==> src/rtl/adsq_pkg.sv <==
// Package: register map, fields, states and timing for the converter sequencer
package adsq_pkg;
  localparam logic [11:0] ADSQ_CTRL0_OFS = 12'h000;
  localparam logic [11:0] ADSQ_CTRL1_OFS = 12'h004;
  localparam logic [11:0] ADSQ_CTRL2_OFS = 12'h008;
  localparam logic [11:0] ADSQ_PINSEL_OFS = 12'h00c;
  localparam logic [11:0] ADSQ_RESH_OFS = 12'h010;
  localparam logic [11:0] ADSQ_RESL_OFS = 12'h014;
  localparam logic [11:0] ADSQ_FLAG_OFS = 12'h018;
  localparam logic [11:0] ADSQ_SAMPLE_OFS = 12'h01c;
  // Control 0 field positions
  localparam int ADSQ_C0_START = 7;
  localparam int ADSQ_C0_BUSY = 6;
  localparam int ADSQ_C0_PWR = 5;
  localparam int ADSQ_C0_JUST = 4;
  // Control 2 field positions
  localparam int ADSQ_C2_AMP = 7;
  localparam int ADSQ_C2_BG = 6;
  localparam int ADSQ_C2_RIN = 5;
  localparam int ADSQ_C2_ROUT = 4;
  localparam logic [7:0] ADSQ_C0_WMASK = 8'hb7;
  localparam logic [7:0] ADSQ_C1_WMASK = 8'he7;
  localparam logic [7:0] ADSQ_PINSEL_RST = 8'hff;
  localparam logic [7:0] ADSQ_CTRL_RST = 8'h00;
  localparam logic [4:0] ADSQ_SAMPLE_CLKS = 5'h04;
  localparam logic [4:0] ADSQ_TOTAL_CLKS = 5'h10;
  localparam logic [6:0] ADSQ_DIV_MAX = 7'h7f;
  // Reference source decode
  typedef enum logic [1:0] {
    ADSQ_REF_SUPPLY = 2'h0,
    ADSQ_REF_EXT = 2'h1,
    ADSQ_REF_BANDGAP = 2'h2
  } adsq_ref_t;
  typedef struct packed {
    adsq_ref_t src;
    logic [1:0] gain_m1;
    logic amp_in_path;
  } adsq_refcfg_t;
  typedef enum logic [3:0] {
    ADSQ_IDLE = 4'b0001,
    ADSQ_HOLD = 4'b0010,
    ADSQ_SAMPLE = 4'b0100,
    ADSQ_CONVERT = 4'b1000
  } adsq_state_t;
  typedef struct packed {
    logic psel;
    logic penable;
    logic pwrite;
    logic [11:0] paddr;
    logic [31:0] pwdata;
  } adsq_apb_req_t;
  typedef struct packed {
    logic pready;
    logic pslverr;
    logic [31:0] prdata;
  } adsq_apb_rsp_t;
endpackage

==> src/rtl/adsq_top.sv <==
// Converter sequencer control: APB registers, start/busy sequencing, pin overrides
// Function
// - Eight pin select bits route pins to analog channels; reset to all ones.
// - Start bit rising then falling launches one conversion.
// - Start held high resets converter and clears busy; no conversion meanwhile.
// - Busy flag sets once a conversion is launched.
// - Busy flag clears when conversion completes, result then valid.
// - Completion sets interrupt request flag; enabled request drives interrupt line.
// - Converter clock comes from system clock, divided by selected ratio.
// - Reference select decodes supply, external x1..x4, bandgap x2..x4.
// - Non-supply references pass an amplifier with gain 1 to 4.
// - External and bandgap together: bandgap alone is used.
// - Reference in/out pin function bits only drive their own outputs; pin overrides ignore them.
// - Analog channel selection overrides port direction, disables pin functions.
// - Pull-ups disconnect on pins configured as analog inputs.
// - Conversion takes 4 sample and 12 convert clocks, 16 total.
// - Divider select is a power of two, 000 undivided to 111 /128.
// - Justify bit places 12-bit result left or right in two bytes.
// - Clearing power enable powers down and zeroes both result bytes.
`timescale 1ns/1ps
module adsq_top
  import adsq_pkg::*;
#(
  parameter int RES_W = 12
)(
  input wire logic clock,
  input wire logic reset_n,
  input wire logic psel,
  input wire logic penable,
  input wire logic pwrite,
  input wire logic [11:0] paddr,
  input wire logic [31:0] pwdata,
  output logic [31:0] prdata,
  output logic pready,
  output logic pslverr,
  input wire logic [RES_W-1:0] conv_data,
  input wire logic [7:0] port_direction_in,
  input wire logic [7:0] pull_high_in,
  input wire logic interrupt_enable,
  output logic [7:0] analog_pin_enable_bits,
  output logic [7:0] port_direction_out,
  output logic [7:0] pull_high_out,
  output logic converter_power_enable,
  output logic converter_reset,
  output logic converter_sampling,
  output logic [2:0] channel_select,
  output logic [2:0] input_signal_select,
  output adsq_refcfg_t reference_cfg,
  output logic reference_amp_enable,
  output logic reference_in_pin_enable,
  output logic reference_out_pin,
  output logic conv_irq_flag,
  output logic conv_irq
);
  typedef struct packed {
    logic [7:0] ctrl0;
    logic [7:0] ctrl1;
    logic [7:0] ctrl2;
    logic [7:0] pinsel;
    logic [7:0] res_h;
    logic [7:0] res_l;
    logic busy;
    logic irq_flag;
    logic start_d1;
    adsq_state_t state;
    logic [4:0] clk_cnt;
    logic [7:0] pin_en;
    logic [7:0] dir;
    logic [7:0] pull;
    logic conv_rst;
    logic sampling;
    logic irq;
    adsq_refcfg_t ref_cfg;
    logic pready;
    logic pslverr;
    logic [31:0] prdata;
  } adsq_st_t;

  adsq_st_t s_q, s_d;
  logic conv_tick;
  adsq_refcfg_t ref_dec;
  logic start_now;
  logic start_rise;
  logic conv_run;
  logic [4:0] cnt_nx;
  logic wr_en;
  logic rd_en;
  logic [31:0] rd_word;
  logic [7:0] res_h_nx;
  logic [7:0] res_l_nx;
  logic [7:0] pin_nx;
  logic [7:0] dir_nx;
  logic [7:0] pull_nx;

  ////////////////////////////////////////////////////////////////////////
  // Helpers

  adsq_clkdiv u_clkdiv (
    .clock(clock),
    .reset_n(reset_n),
    .run(conv_run),
    .div_sel(s_q.ctrl1[2:0]),
    .tick(conv_tick)
  );

  adsq_refsel u_refsel (
    .reference_source_select(s_q.ctrl2[3:0]),
    .bandgap_enable(s_q.ctrl2[ADSQ_C2_BG]),
    .cfg(ref_dec)
  );

  assign start_now = s_q.ctrl0[ADSQ_C0_START];
  // Rising start seen one cycle after the write that sets it
  assign start_rise = start_now && !s_q.start_d1;
  assign cnt_nx = s_q.clk_cnt + 5'h01;
  // Divider starts on the edge the sequence enters sampling, so the
  // n-th tick is consumed exactly n converter periods later
  assign conv_run = (s_d.state == ADSQ_SAMPLE) || (s_d.state == ADSQ_CONVERT);
  // Access phase takes two cycles: pready rises one cycle after penable, with one wait state
  assign wr_en = psel && penable && pwrite && !s_q.pready;
  assign rd_en = psel && !penable;

  ////////////////////////////////////////////////////////////////////////
  // Next state

  always_comb begin
    s_d = s_q;
    s_d.pready = 1'b0;
    s_d.pslverr = 1'b0;
    s_d.start_d1 = start_now;

    // Register accesses: writes and error response
    if (psel && penable && !s_q.pready) begin
      s_d.pready = 1'b1;
      if (wr_en) begin
        case (paddr)
          ADSQ_CTRL0_OFS: s_d.ctrl0 = pwdata[7:0] & ADSQ_C0_WMASK;
          ADSQ_CTRL1_OFS: s_d.ctrl1 = pwdata[7:0] & ADSQ_C1_WMASK;
          ADSQ_CTRL2_OFS: s_d.ctrl2 = pwdata[7:0];
          ADSQ_PINSEL_OFS: s_d.pinsel = pwdata[7:0];
          ADSQ_FLAG_OFS: begin
            if (pwdata[0]) begin
              s_d.irq_flag = 1'b0;
            end
          end
          // Read-only words accept and drop writes
          ADSQ_RESH_OFS, ADSQ_RESL_OFS, ADSQ_SAMPLE_OFS: begin
          end
          default: s_d.pslverr = 1'b1;
        endcase
      end else begin
        case (paddr)
          ADSQ_CTRL0_OFS, ADSQ_CTRL1_OFS, ADSQ_CTRL2_OFS, ADSQ_PINSEL_OFS,
          ADSQ_RESH_OFS, ADSQ_RESL_OFS, ADSQ_FLAG_OFS, ADSQ_SAMPLE_OFS: begin
          end
          default: s_d.pslverr = 1'b1;
        endcase
      end
    end

    // Start sequencing
    case (s_q.state)
      ADSQ_IDLE: begin
        s_d.clk_cnt = 5'h00;
        if (start_rise) begin
          s_d.state = ADSQ_HOLD;
        end
      end
      ADSQ_HOLD: begin
        if (!start_now) begin
          s_d.state = ADSQ_SAMPLE;
          s_d.busy = 1'b1;
          s_d.clk_cnt = 5'h00;
        end
      end
      ADSQ_SAMPLE, ADSQ_CONVERT: begin
        if (conv_tick) begin
          s_d.clk_cnt = cnt_nx;
          if (cnt_nx == ADSQ_SAMPLE_CLKS) begin
            s_d.state = ADSQ_CONVERT;
          end
          // Busy, flag and both result bytes change at one edge
          if (cnt_nx == ADSQ_TOTAL_CLKS) begin
            s_d.state = ADSQ_IDLE;
            s_d.busy = 1'b0;
            s_d.irq_flag = 1'b1;
            s_d.res_h = res_h_nx;
            s_d.res_l = res_l_nx;
          end
        end
      end
      default: s_d.state = ADSQ_IDLE;
    endcase

    // A new rising start edge aborts anything running
    if (start_rise) begin
      s_d.state = ADSQ_HOLD;
      s_d.busy = 1'b0;
    end
    // Power off wins over any conversion in progress
    if (!s_q.ctrl0[ADSQ_C0_PWR]) begin
      s_d.res_h = 8'h00;
      s_d.res_l = 8'h00;
      s_d.busy = 1'b0;
      s_d.state = start_rise ? ADSQ_HOLD : ADSQ_IDLE;
    end

    s_d.conv_rst = (s_d.state == ADSQ_HOLD) || !s_q.ctrl0[ADSQ_C0_PWR];
    s_d.sampling = (s_d.state == ADSQ_SAMPLE);
    s_d.irq = s_d.irq_flag && interrupt_enable;
    s_d.ref_cfg = ref_dec;

    // Pin controls follow the select one cycle after a write
    s_d.pin_en = pin_nx;
    s_d.dir = dir_nx;
    s_d.pull = pull_nx;

    // Read data captured in setup so it is stable during access
    if (rd_en) begin
      s_d.prdata = rd_word;
    end
  end

  ////////////////////////////////////////////////////////////////////////
  // Read mux

  always_comb begin
    case (paddr)
      // Bit 6 of control 0 shows live busy, never a stored bit
      ADSQ_CTRL0_OFS: rd_word = {24'h0, s_q.ctrl0[7], s_q.busy, s_q.ctrl0[5:0]};
      ADSQ_CTRL1_OFS: rd_word = {24'h0, s_q.ctrl1};
      ADSQ_CTRL2_OFS: rd_word = {24'h0, s_q.ctrl2};
      ADSQ_PINSEL_OFS: rd_word = {24'h0, s_q.pinsel};
      ADSQ_RESH_OFS: rd_word = {24'h0, s_q.res_h};
      ADSQ_RESL_OFS: rd_word = {24'h0, s_q.res_l};
      ADSQ_FLAG_OFS: rd_word = {31'h0, s_q.irq_flag};
      ADSQ_SAMPLE_OFS: rd_word = {27'h0, s_q.clk_cnt};
      // Unmapped words read as zero, the error goes out on pslverr
      default: rd_word = 32'h0;
    endcase
  end

  ////////////////////////////////////////////////////////////////////////
  // Result placement

  always_comb begin
    if (s_q.ctrl0[ADSQ_C0_JUST]) begin
      res_h_nx = {4'h0, conv_data[11:8]};
      res_l_nx = conv_data[7:0];
    end else begin
      // Left form leaves the low nibble of the low byte zero
      res_h_nx = conv_data[11:4];
      res_l_nx = {conv_data[3:0], 4'h0};
    end
  end

  ////////////////////////////////////////////////////////////////////////
  // Pin overrides per pin

  for (genvar i = 0; i < 8; i++) begin : g_pin
    assign pin_nx[i] = s_q.pinsel[i];
    // Analog pins forced to input, pull-up removed
    assign dir_nx[i] = s_q.pinsel[i] ? 1'b1 : port_direction_in[i];
    assign pull_nx[i] = s_q.pinsel[i] ? 1'b0 : pull_high_in[i];
  end

  ////////////////////////////////////////////////////////////////////////
  // State register

  always_ff @(posedge clock) begin
    if (!reset_n) begin
      s_q <= '0;
      // Pins come up analog, so they also come up as inputs
      s_q.pinsel <= ADSQ_PINSEL_RST;
      s_q.pin_en <= ADSQ_PINSEL_RST;
      s_q.dir <= ADSQ_PINSEL_RST;
      s_q.ctrl0 <= ADSQ_CTRL_RST;
      s_q.state <= ADSQ_IDLE;
      s_q.conv_rst <= 1'b1;
    end else begin
      s_q <= s_d;
    end
  end

  assign prdata = s_q.prdata;
  assign pready = s_q.pready;
  assign pslverr = s_q.pslverr;
  assign analog_pin_enable_bits = s_q.pin_en;
  assign port_direction_out = s_q.dir;
  assign pull_high_out = s_q.pull;
  assign converter_power_enable = s_q.ctrl0[ADSQ_C0_PWR];
  assign converter_reset = s_q.conv_rst;
  assign converter_sampling = s_q.sampling;
  assign channel_select = s_q.ctrl0[2:0];
  assign input_signal_select = s_q.ctrl1[7:5];
  assign reference_cfg = s_q.ref_cfg;
  assign reference_amp_enable = s_q.ctrl2[ADSQ_C2_AMP];
  assign reference_in_pin_enable = s_q.ctrl2[ADSQ_C2_RIN];
  assign reference_out_pin = s_q.ctrl2[ADSQ_C2_ROUT];
  assign conv_irq_flag = s_q.irq_flag;
  assign conv_irq = s_q.irq;
endmodule

==> src/rtl/adsq_clkdiv.sv <==
// Power-of-two converter clock tick generator
`timescale 1ns/1ps
module adsq_clkdiv
  import adsq_pkg::*;
(
  input wire logic clock,
  input wire logic reset_n,
  input wire logic run,
  input wire logic [2:0] div_sel,
  output logic tick
);
  typedef struct packed {
    logic [6:0] cnt;
    logic tick;
  } adsq_div_st_t;
  adsq_div_st_t s_q, s_d;
  logic [6:0] limit;

  always_comb begin
    limit = 7'((8'h01 << div_sel) - 8'h01);
    s_d = s_q;
    s_d.tick = 1'b0;
    if (!run) begin
      s_d.cnt = 7'h00;
    end else if (s_q.cnt >= limit) begin
      s_d.cnt = 7'h00;
      s_d.tick = 1'b1;
    end else begin
      s_d.cnt = s_q.cnt + 7'h01;
    end
  end

  always_ff @(posedge clock) begin
    if (!reset_n) begin
      s_q <= '0;
    end else begin
      s_q <= s_d;
    end
  end

  assign tick = s_q.tick;
endmodule

==> src/rtl/adsq_refsel.sv <==
// Reference source and amplifier gain decode
`timescale 1ns/1ps
module adsq_refsel
  import adsq_pkg::*;
(
  input wire logic [3:0] reference_source_select,
  input wire logic bandgap_enable,
  output adsq_refcfg_t cfg
);
  always_comb begin
    cfg = '{src: ADSQ_REF_SUPPLY, gain_m1: 2'h0, amp_in_path: 1'b0};
    case (reference_source_select)
      4'h1, 4'h2, 4'h3, 4'h4: begin
        cfg.src = ADSQ_REF_EXT;
        cfg.gain_m1 = 2'(reference_source_select - 4'h1);
        cfg.amp_in_path = 1'b1;
      end
      4'ha, 4'hb, 4'hc: begin
        cfg.src = ADSQ_REF_BANDGAP;
        cfg.gain_m1 = 2'(reference_source_select - 4'h9);
        cfg.amp_in_path = 1'b1;
      end
      default: begin
        cfg.src = ADSQ_REF_SUPPLY;
      end
    endcase
    // Bandgap wins when both sources are requested
    if (bandgap_enable && cfg.src == ADSQ_REF_EXT) begin
      cfg.src = ADSQ_REF_BANDGAP;
    end
  end
endmodule

==> config.mk <==
export PLATFORM = sky130hd
export DESIGN_NAME = adsq_top
export DESIGN_NICKNAME = d
export VERILOG_FILES = /design/src/rtl/adsq_pkg.sv /design/src/rtl/adsq_top.sv /design/src/rtl/adsq_clkdiv.sv /design/src/rtl/adsq_refsel.sv
export SDC_FILE = /design/constraint.sdc
export NUM_CORES = 1
export LEC_CHECK = 0
export ABC_AREA = 0
export BUFFER_PORTS_ARGS = -buffer_cell sky130_fd_sc_hd__buf_2
export CAP_MARGIN = 20
export CORE_MARGIN = 2
export CORE_UTILIZATION = 50
export CTS_BUF_LIST = sky130_fd_sc_hd__clkbuf_8
export DETAILED_ROUTE_END_ITERATION = 8
export PLACE_DENSITY = 0.77
export SYNTH_ARGS = -nofsm -noshare
export SYNTH_HDL_FRONTEND = slang
export SYNTH_SLANG_ARGS = --single-unit
==> constraint.sdc <==
create_clock -name clock -period 8.6 [get_ports clock]
set_input_delay 0.43 -clock clock [delete_from_list [all_inputs] [get_ports clock]]
set_output_delay 0.43 -clock clock [all_outputs]
set_load 0.01 [all_outputs]
==> Yosys cells after proc, flatten, opt, wreduce, memory -nomap -nowiden <==
Index checks and enable logic that the tools add are counted.
{ "word_totals": {"ff_bits": 130, "output_inout_bits": 77, "word_cells": 146} }
{ "op_classes": {"n_addsub": 5, "magnitude_cmp": 1, "eq_ne": 27, "shift": 1, "muxes": 27, "bitwise_logic": 3, "n_reduce_logical": 42} }
{ "op_table": {"columns": ["cell", "n"], "rows": [
  ["one-hot mux 8 bit (8 select lines)", 1],
  ["equality test 12 x 5 -> 1 bit, second input constant", 4],
  ["equality test 12 x 4 -> 1 bit, second input constant", 2],
  ["equality test 4 bit, second input constant", 5],
  ["OR reduction 2 bit", 10],
  ["2-to-1 mux 9 bit", 2],
  ["AND reduction 3 bit", 6],
  ["equality test 4 x 2 -> 1 bit, second input constant", 4],
  ["2-to-1 mux 4 bit", 4],
  ["2-to-1 mux 8 bit", 2],
  ["one-hot mux 5 bit (3 select lines)", 1],
  ["equality test 12 x 3 -> 1 bit, second input constant", 1],
  ["equality test 4 x 3 -> 1 bit, second input constant", 3],
  ["zero test 12 bit", 1],
  ["one-hot mux 4 bit (3 select lines)", 1],
  ["2-to-1 mux 2 bit", 5],
  ["OR reduction 3 bit", 3],
  ["equality test 4 x 1 -> 1 bit, second input constant", 2],
  ["logical AND 1 bit", 8],
  ["2-to-1 mux 1 bit", 8],
  ["OR reduction 8 bit", 1],
  ["adder 7 x 1 -> 7 bit, second input constant", 1],
  ["greater-or-equal comparator 7 bit", 1],
  ["<< shifter 1 x 3 -> 7 bit, first input constant", 1],
  ["other kinds (19)", 29]
]} }

==> Longest topological paths before layout <==
{ "depth": {"depth_word": 12, "mapped_depth": 12, "mapped_depth_nobuf": 11} }

==> By module <==
Synthesis repeated with hierarchy kept, for this count alone.
{ "hier_totals": {"hier_cells": 574, "hier_area_um2": 5336.4} }
{ "by_module_without_submodules": {"columns": ["mod", "n_inst", "cells_each", "area_per_inst_um2", "seq_area_each_um2"], "rows": [
  ["adsq_top", 1, 506, 4708.3, 1961.9],
  ["adsq_clkdiv", 1, 52, 490.5, 160.2],
  ["adsq_refsel", 1, 16, 137.6, 0.0]
]} }

==> Least setup slack after synthesis <==
Ideal clock, no wire load.
{ "synth_path": {"path_type": "register to register", "startpoint": "reg s_q[110] in the netlist's numbering", "endpoint": "reg u_clkdiv.s_q[1] in the netlist's numbering", "setup_ns": 0.114, "arrival_time_ns": 2.823, "required_ns": 8.486, "slack_ns": 5.662, "stages_incl_launch_ff": 13, "path_buffers": 2, "synth_period_minus_slack_ns": 2.938, "path_cell_list": "dfxtp_1 > clkbuf_1 > or3_1 > ha_1 > clkbuf_1 > xor2_1 > nor2_1 > a21oi_1 > ha_1 > and2_0 > a221o_1 > a41o_1 > a2111oi_0"} }
{ "synth_between": {"elab_chain_len": 4} }
{ "synth_rtl": {"columns": ["item", "line", "rtl"], "rows": [
  ["from (decl)", "adsq_top.sv:79", "adsq_st_t s_q, s_d;"],
  ["<< shifter 1 x 3 -> 7 bit", "adsq_clkdiv.sv:20", "limit = 7'((8'h01 << div_sel) - 8'h01);"],
  ["subtractor 7 x 1 -> 7 bit", "adsq_clkdiv.sv:20", null],
  ["greater-or-equal comparator 7 bit", "adsq_clkdiv.sv:25", "end else if (s_q.cnt >= limit) begin"],
  ["OR reduction 3 bit (no line)", null, null],
  ["to (signal assigned)", "adsq_clkdiv.sv:35", "s_q <= '0;"],
  ["to (signal assigned)", "adsq_clkdiv.sv:37", "s_q <= s_d;"],
  ["to (decl)", "adsq_clkdiv.sv:16", "adsq_div_st_t s_q, s_d;"]
]} }
No other way between the ends.
A chain may end at the register's enable or synchronous reset.

==> Worst setup path after layout <==
{ "layout_path": {"startpoint": "reg s_q[111] in the netlist's numbering", "endpoint": "reg u_clkdiv.s_q[6] in the netlist's numbering"} }
Same word-level chain as after synthesis.

==> metrics.csv <==
stage;metric;value;unit
timing;fmax;322;MHz
floorplan;core-area;10700;sq um
yosys;synth_fa_ha_area_share;3.45;%
timing;tightest_slew;0.973;ns
yosys;synth.cell_area;5430;sq um
outcome;outcome;finished, final reports clean;
cts;root_buffer;clkbuf_8;
routing;wl;12300;um
placed_design;place.gp.congestion;0.879;
timing;relSlewSlack;35.2;%
worst_setup_path;critPathMaxFanout;8;
global_route;grt_pass1_vias;4071;
yosys;synth_top_family_by_area;simple AND/OR/NAND/NOR gates;
placed_design;place.port_buffers;106;
final_layout;fillers;972;
yosys;synthMuxAreaShare;8.43;%
timing;timing.final.crit_share;36.1;%
final_layout;layout_common_cells;buf_2, dfxtp_1, nand2_1;
placed_design;dp_hpwl;8970;um
routing;viasPerCell;5.53;
worst_setup_path;endpoint_kind;flop;
worst_setup_path;crit_required;8.84;ns
power_and_ir_drop;p_per_area;142;nW/um^2
final_layout;layout_commonest_cell;buf_2;
worst_setup_path;worstSetupPathType;reg -> reg;
placed_design;dpl_cell_area;5580;sq um
worst_setup_path;r2r-end;u_clkdiv.s_q[6];
final_layout;fin_area;5810;sq um
routing;num_vias;4435;
flow_run;max-cap-violations;0;
cts;clkTransAtPathRegs;0.10;ns
cts;cts_hold_buf;0;
cts;htreeDepth;3;
timing;skew;0.0100;ns
cts;insertion_delay;0.36;ns
yosys;async_reset_ff_share;0;%
yosys;synth-edff-count;0;
cts;cts_tree;yes;
routing;drc;0;
floorplan;die_height;108;um
yosys;ys_warn_count;0;
cts;postCtsSetupBuffers;0;
min_path;hold_class;in -> reg;
floorplan;die_w;108;um
timing;rsz0062_at_grt;no;
yosys;synth_compound_area_share;15.1;%
cts;cts_made_buffers;9;
worst_setup_path;slowest_delay;0.41;ns
timing;setup_violations;0;
global_route;overflow;0;
worst_setup_path;critPathMostFrequentCell;ha_1;
routing;antenna_left;0;
cts;clockBufferDepth;2;
power_and_ir_drop;power.leakage;2.41;nW
worst_setup_path;cp-endpoint;u_clkdiv.s_q[6];
timing;finalHoldViolCount;0;
final_layout;diodes;0;
yosys;ys_seq_elements;106;
final_layout;area_growth;6.84;%
yosys;synth-simple-area-share;18.7;%
final_layout;drive_gt1_share;24.3;%
cts;cts_sinks;106;
final_layout;regArea;2120;sq um
floorplan;io_pins;155;
floorplan;start_util;50.8;%
yosys;seq_area_frac_synth;39.1;%
power_and_ir_drop;ir_drop;90.5;uV
timing;layout_min_cycle_time;3.11;ns
global_route;grt_use_total;21.5;%
yosys;ys_types;63;
routing;drt-pass1-iter-count;5;
worst_setup_path;reg2regPathDepth;10;
routing;dr.first_iter.drc_count;271;
yosys;synth.avg_cell_area;8.82;sq um
final_layout;fin_nets;750;
cts;post_cts_resize_count;0;
yosys;synthFlopType;dfxtp_1;
final_layout;multi_input_area;2650;sq um
floorplan;die_area;11700;sq um
yosys;syn_inst;616;
worst_setup_path;timing.rr.start;s_q[111];
worst_setup_path;crit_chain;or3_1 > ha_1 > xor2_1 > nor2_1 > a21oi_1 > ha_1 > and2_0 > a221o_1 > a41o_1 > a2111oi_0;
yosys;synth_xor_area_share;1.45;%
global_route;grt_max_degree;35;
routing;wl_per_cell;15.4;um
worst_setup_path;crit_arrival;3.35;ns
global_route;grt_pass1_wl;19900;um
worst_setup_path;slowest_stage;or3_1;
worst_setup_path;crit_path_start;s_q[111];
worst_setup_path;start_kind;flop;
floorplan;std_cell_rows;38;
worst_setup_path;rrSetupSlack;5.49;ns
timing;fin_setup_tns;0;ns
timing;slew_viol_final;0;
global_route;antenna_found_initial;0;
metal layers:
metal	global-route usage [%]	vias up	part of all wire, %
li1	-	2154	-
met1	28.7	2070	43
met2	35.4	189	46
met3	4.16	22	8.9
met4	6.41	0	1.7
met5	0	-	0
cell families after synthesis:
logic type,count (synthesis)
and+or+nand+nor,192
AOI/OAI and AO/OA,127
buffers and inverters,127
DFF,106
muxes,39
adders and majority gates,15
xor gates and xnor gates,9
other,1
cells in the mapped netlist, drive strengths merged, types with 4 or more instances:
| cell type | number | area [sq um] |
|---|---|---|
| o211ai | 5 | 42.5 |
| inv | 24 | 90.1 |
| xor2 | 4 | 35.0 |
| a21oi | 30 | 150 |
| nor2 | 24 | 90.1 |
| dfxtp | 106 | 2120 |
| mux4 | 4 | 90.1 |
| nor2b | 9 | 56.3 |
| a21o | 5 | 37.5 |
| o22ai | 4 | 25.0 |
| a2111oi | 7 | 61.3 |
| o21ai | 40 | 200 |
| nand3 | 47 | 235 |
| or2 | 10 | 62.6 |
| nor3 | 8 | 40.0 |
| clkbuf | 31 | 116 |
| nand2b | 15 | 93.8 |
| xnor2 | 5 | 43.8 |
| buf | 72 | 538 |
| and2 | 5 | 31.3 |
| a221oi | 4 | 35.0 |
| mux2i | 21 | 210 |
| mux2 | 14 | 158 |
| nand2 | 48 | 180 |
| nand3b | 7 | 52.6 |
| ha | 15 | 188 |
registers in the layout, indices dropped and copies added (netlist names), 3 cells and up:
| register | count |
|---|---|
| reference_cfg | 5 |
| input_signal_select | 3 |
| port_direction_out | 8 |
| prdata | 8 |
| s_q | 36 |
| analog_pin_enable_bits | 8 |
| pull_high_out | 8 |
| u_clkdiv.s_q | 7 |
| channel_select | 3 |
| pin_nx | 8 |
worst max-delay path, delay by kind of cell, from the launching register on:
family | cells | cell delay (ns)
fa+ha+maj | 2 | 0.55
simple gates | 3 | 0.68
flops | 1 | 0.40
compound gates | 4 | 1.18
xor+xnor | 1 | 0.17
where the power goes:
part,switching (W),total (W),internal [W]
clock,0.000169,0.000283,0.000114
sequential,0.000000159,0.000491,0.000491
combinational,0.0000326,0.0000503,0.0000176
total,0.000202,0.000824,0.000622
area by class of cell:
type	count	area share [%]
flip-flops and latches	106	36.6
clock inverters	6	0.711
multi-input cells	406	45.7
inverters	24	1.55
repair buffers	110	10.1
well taps	140	3.02
clock buffers	10	2.37
metrics by stage:
stage               utilization [%]  std cells  total power [W]  hold slack (ns)  worst slack, ns
floorplan                         -        639         0.000539            0.426             5.66
global placement               52.2        783         0.000551            0.426             5.68
detailed placement             52.2        783         0.000552            0.442             5.49
CTS                            53.8        799         0.000829            0.238             5.47
global route                   54.3        802         0.000856            0.233             5.25
finish                         54.3        802         0.000824            0.248             5.49
how the worst min path moves through the flow:
stage                                    start                     to  slack [ns]  cells after the start
after CTS                 port_direction_in[3]  port_direction_out[3]        0.24                      2
after global placement                  pready                 pready        0.43                      1
final                     port_direction_in[6]  port_direction_out[6]        0.25                      2
after floorplan                      prdata[0]              prdata[0]        0.43                      2
after detailed placement                pready                 pready        0.44                      1
after global routing      port_direction_in[3]  port_direction_out[3]        0.23                      2
(Power assumes the default switching activity.)
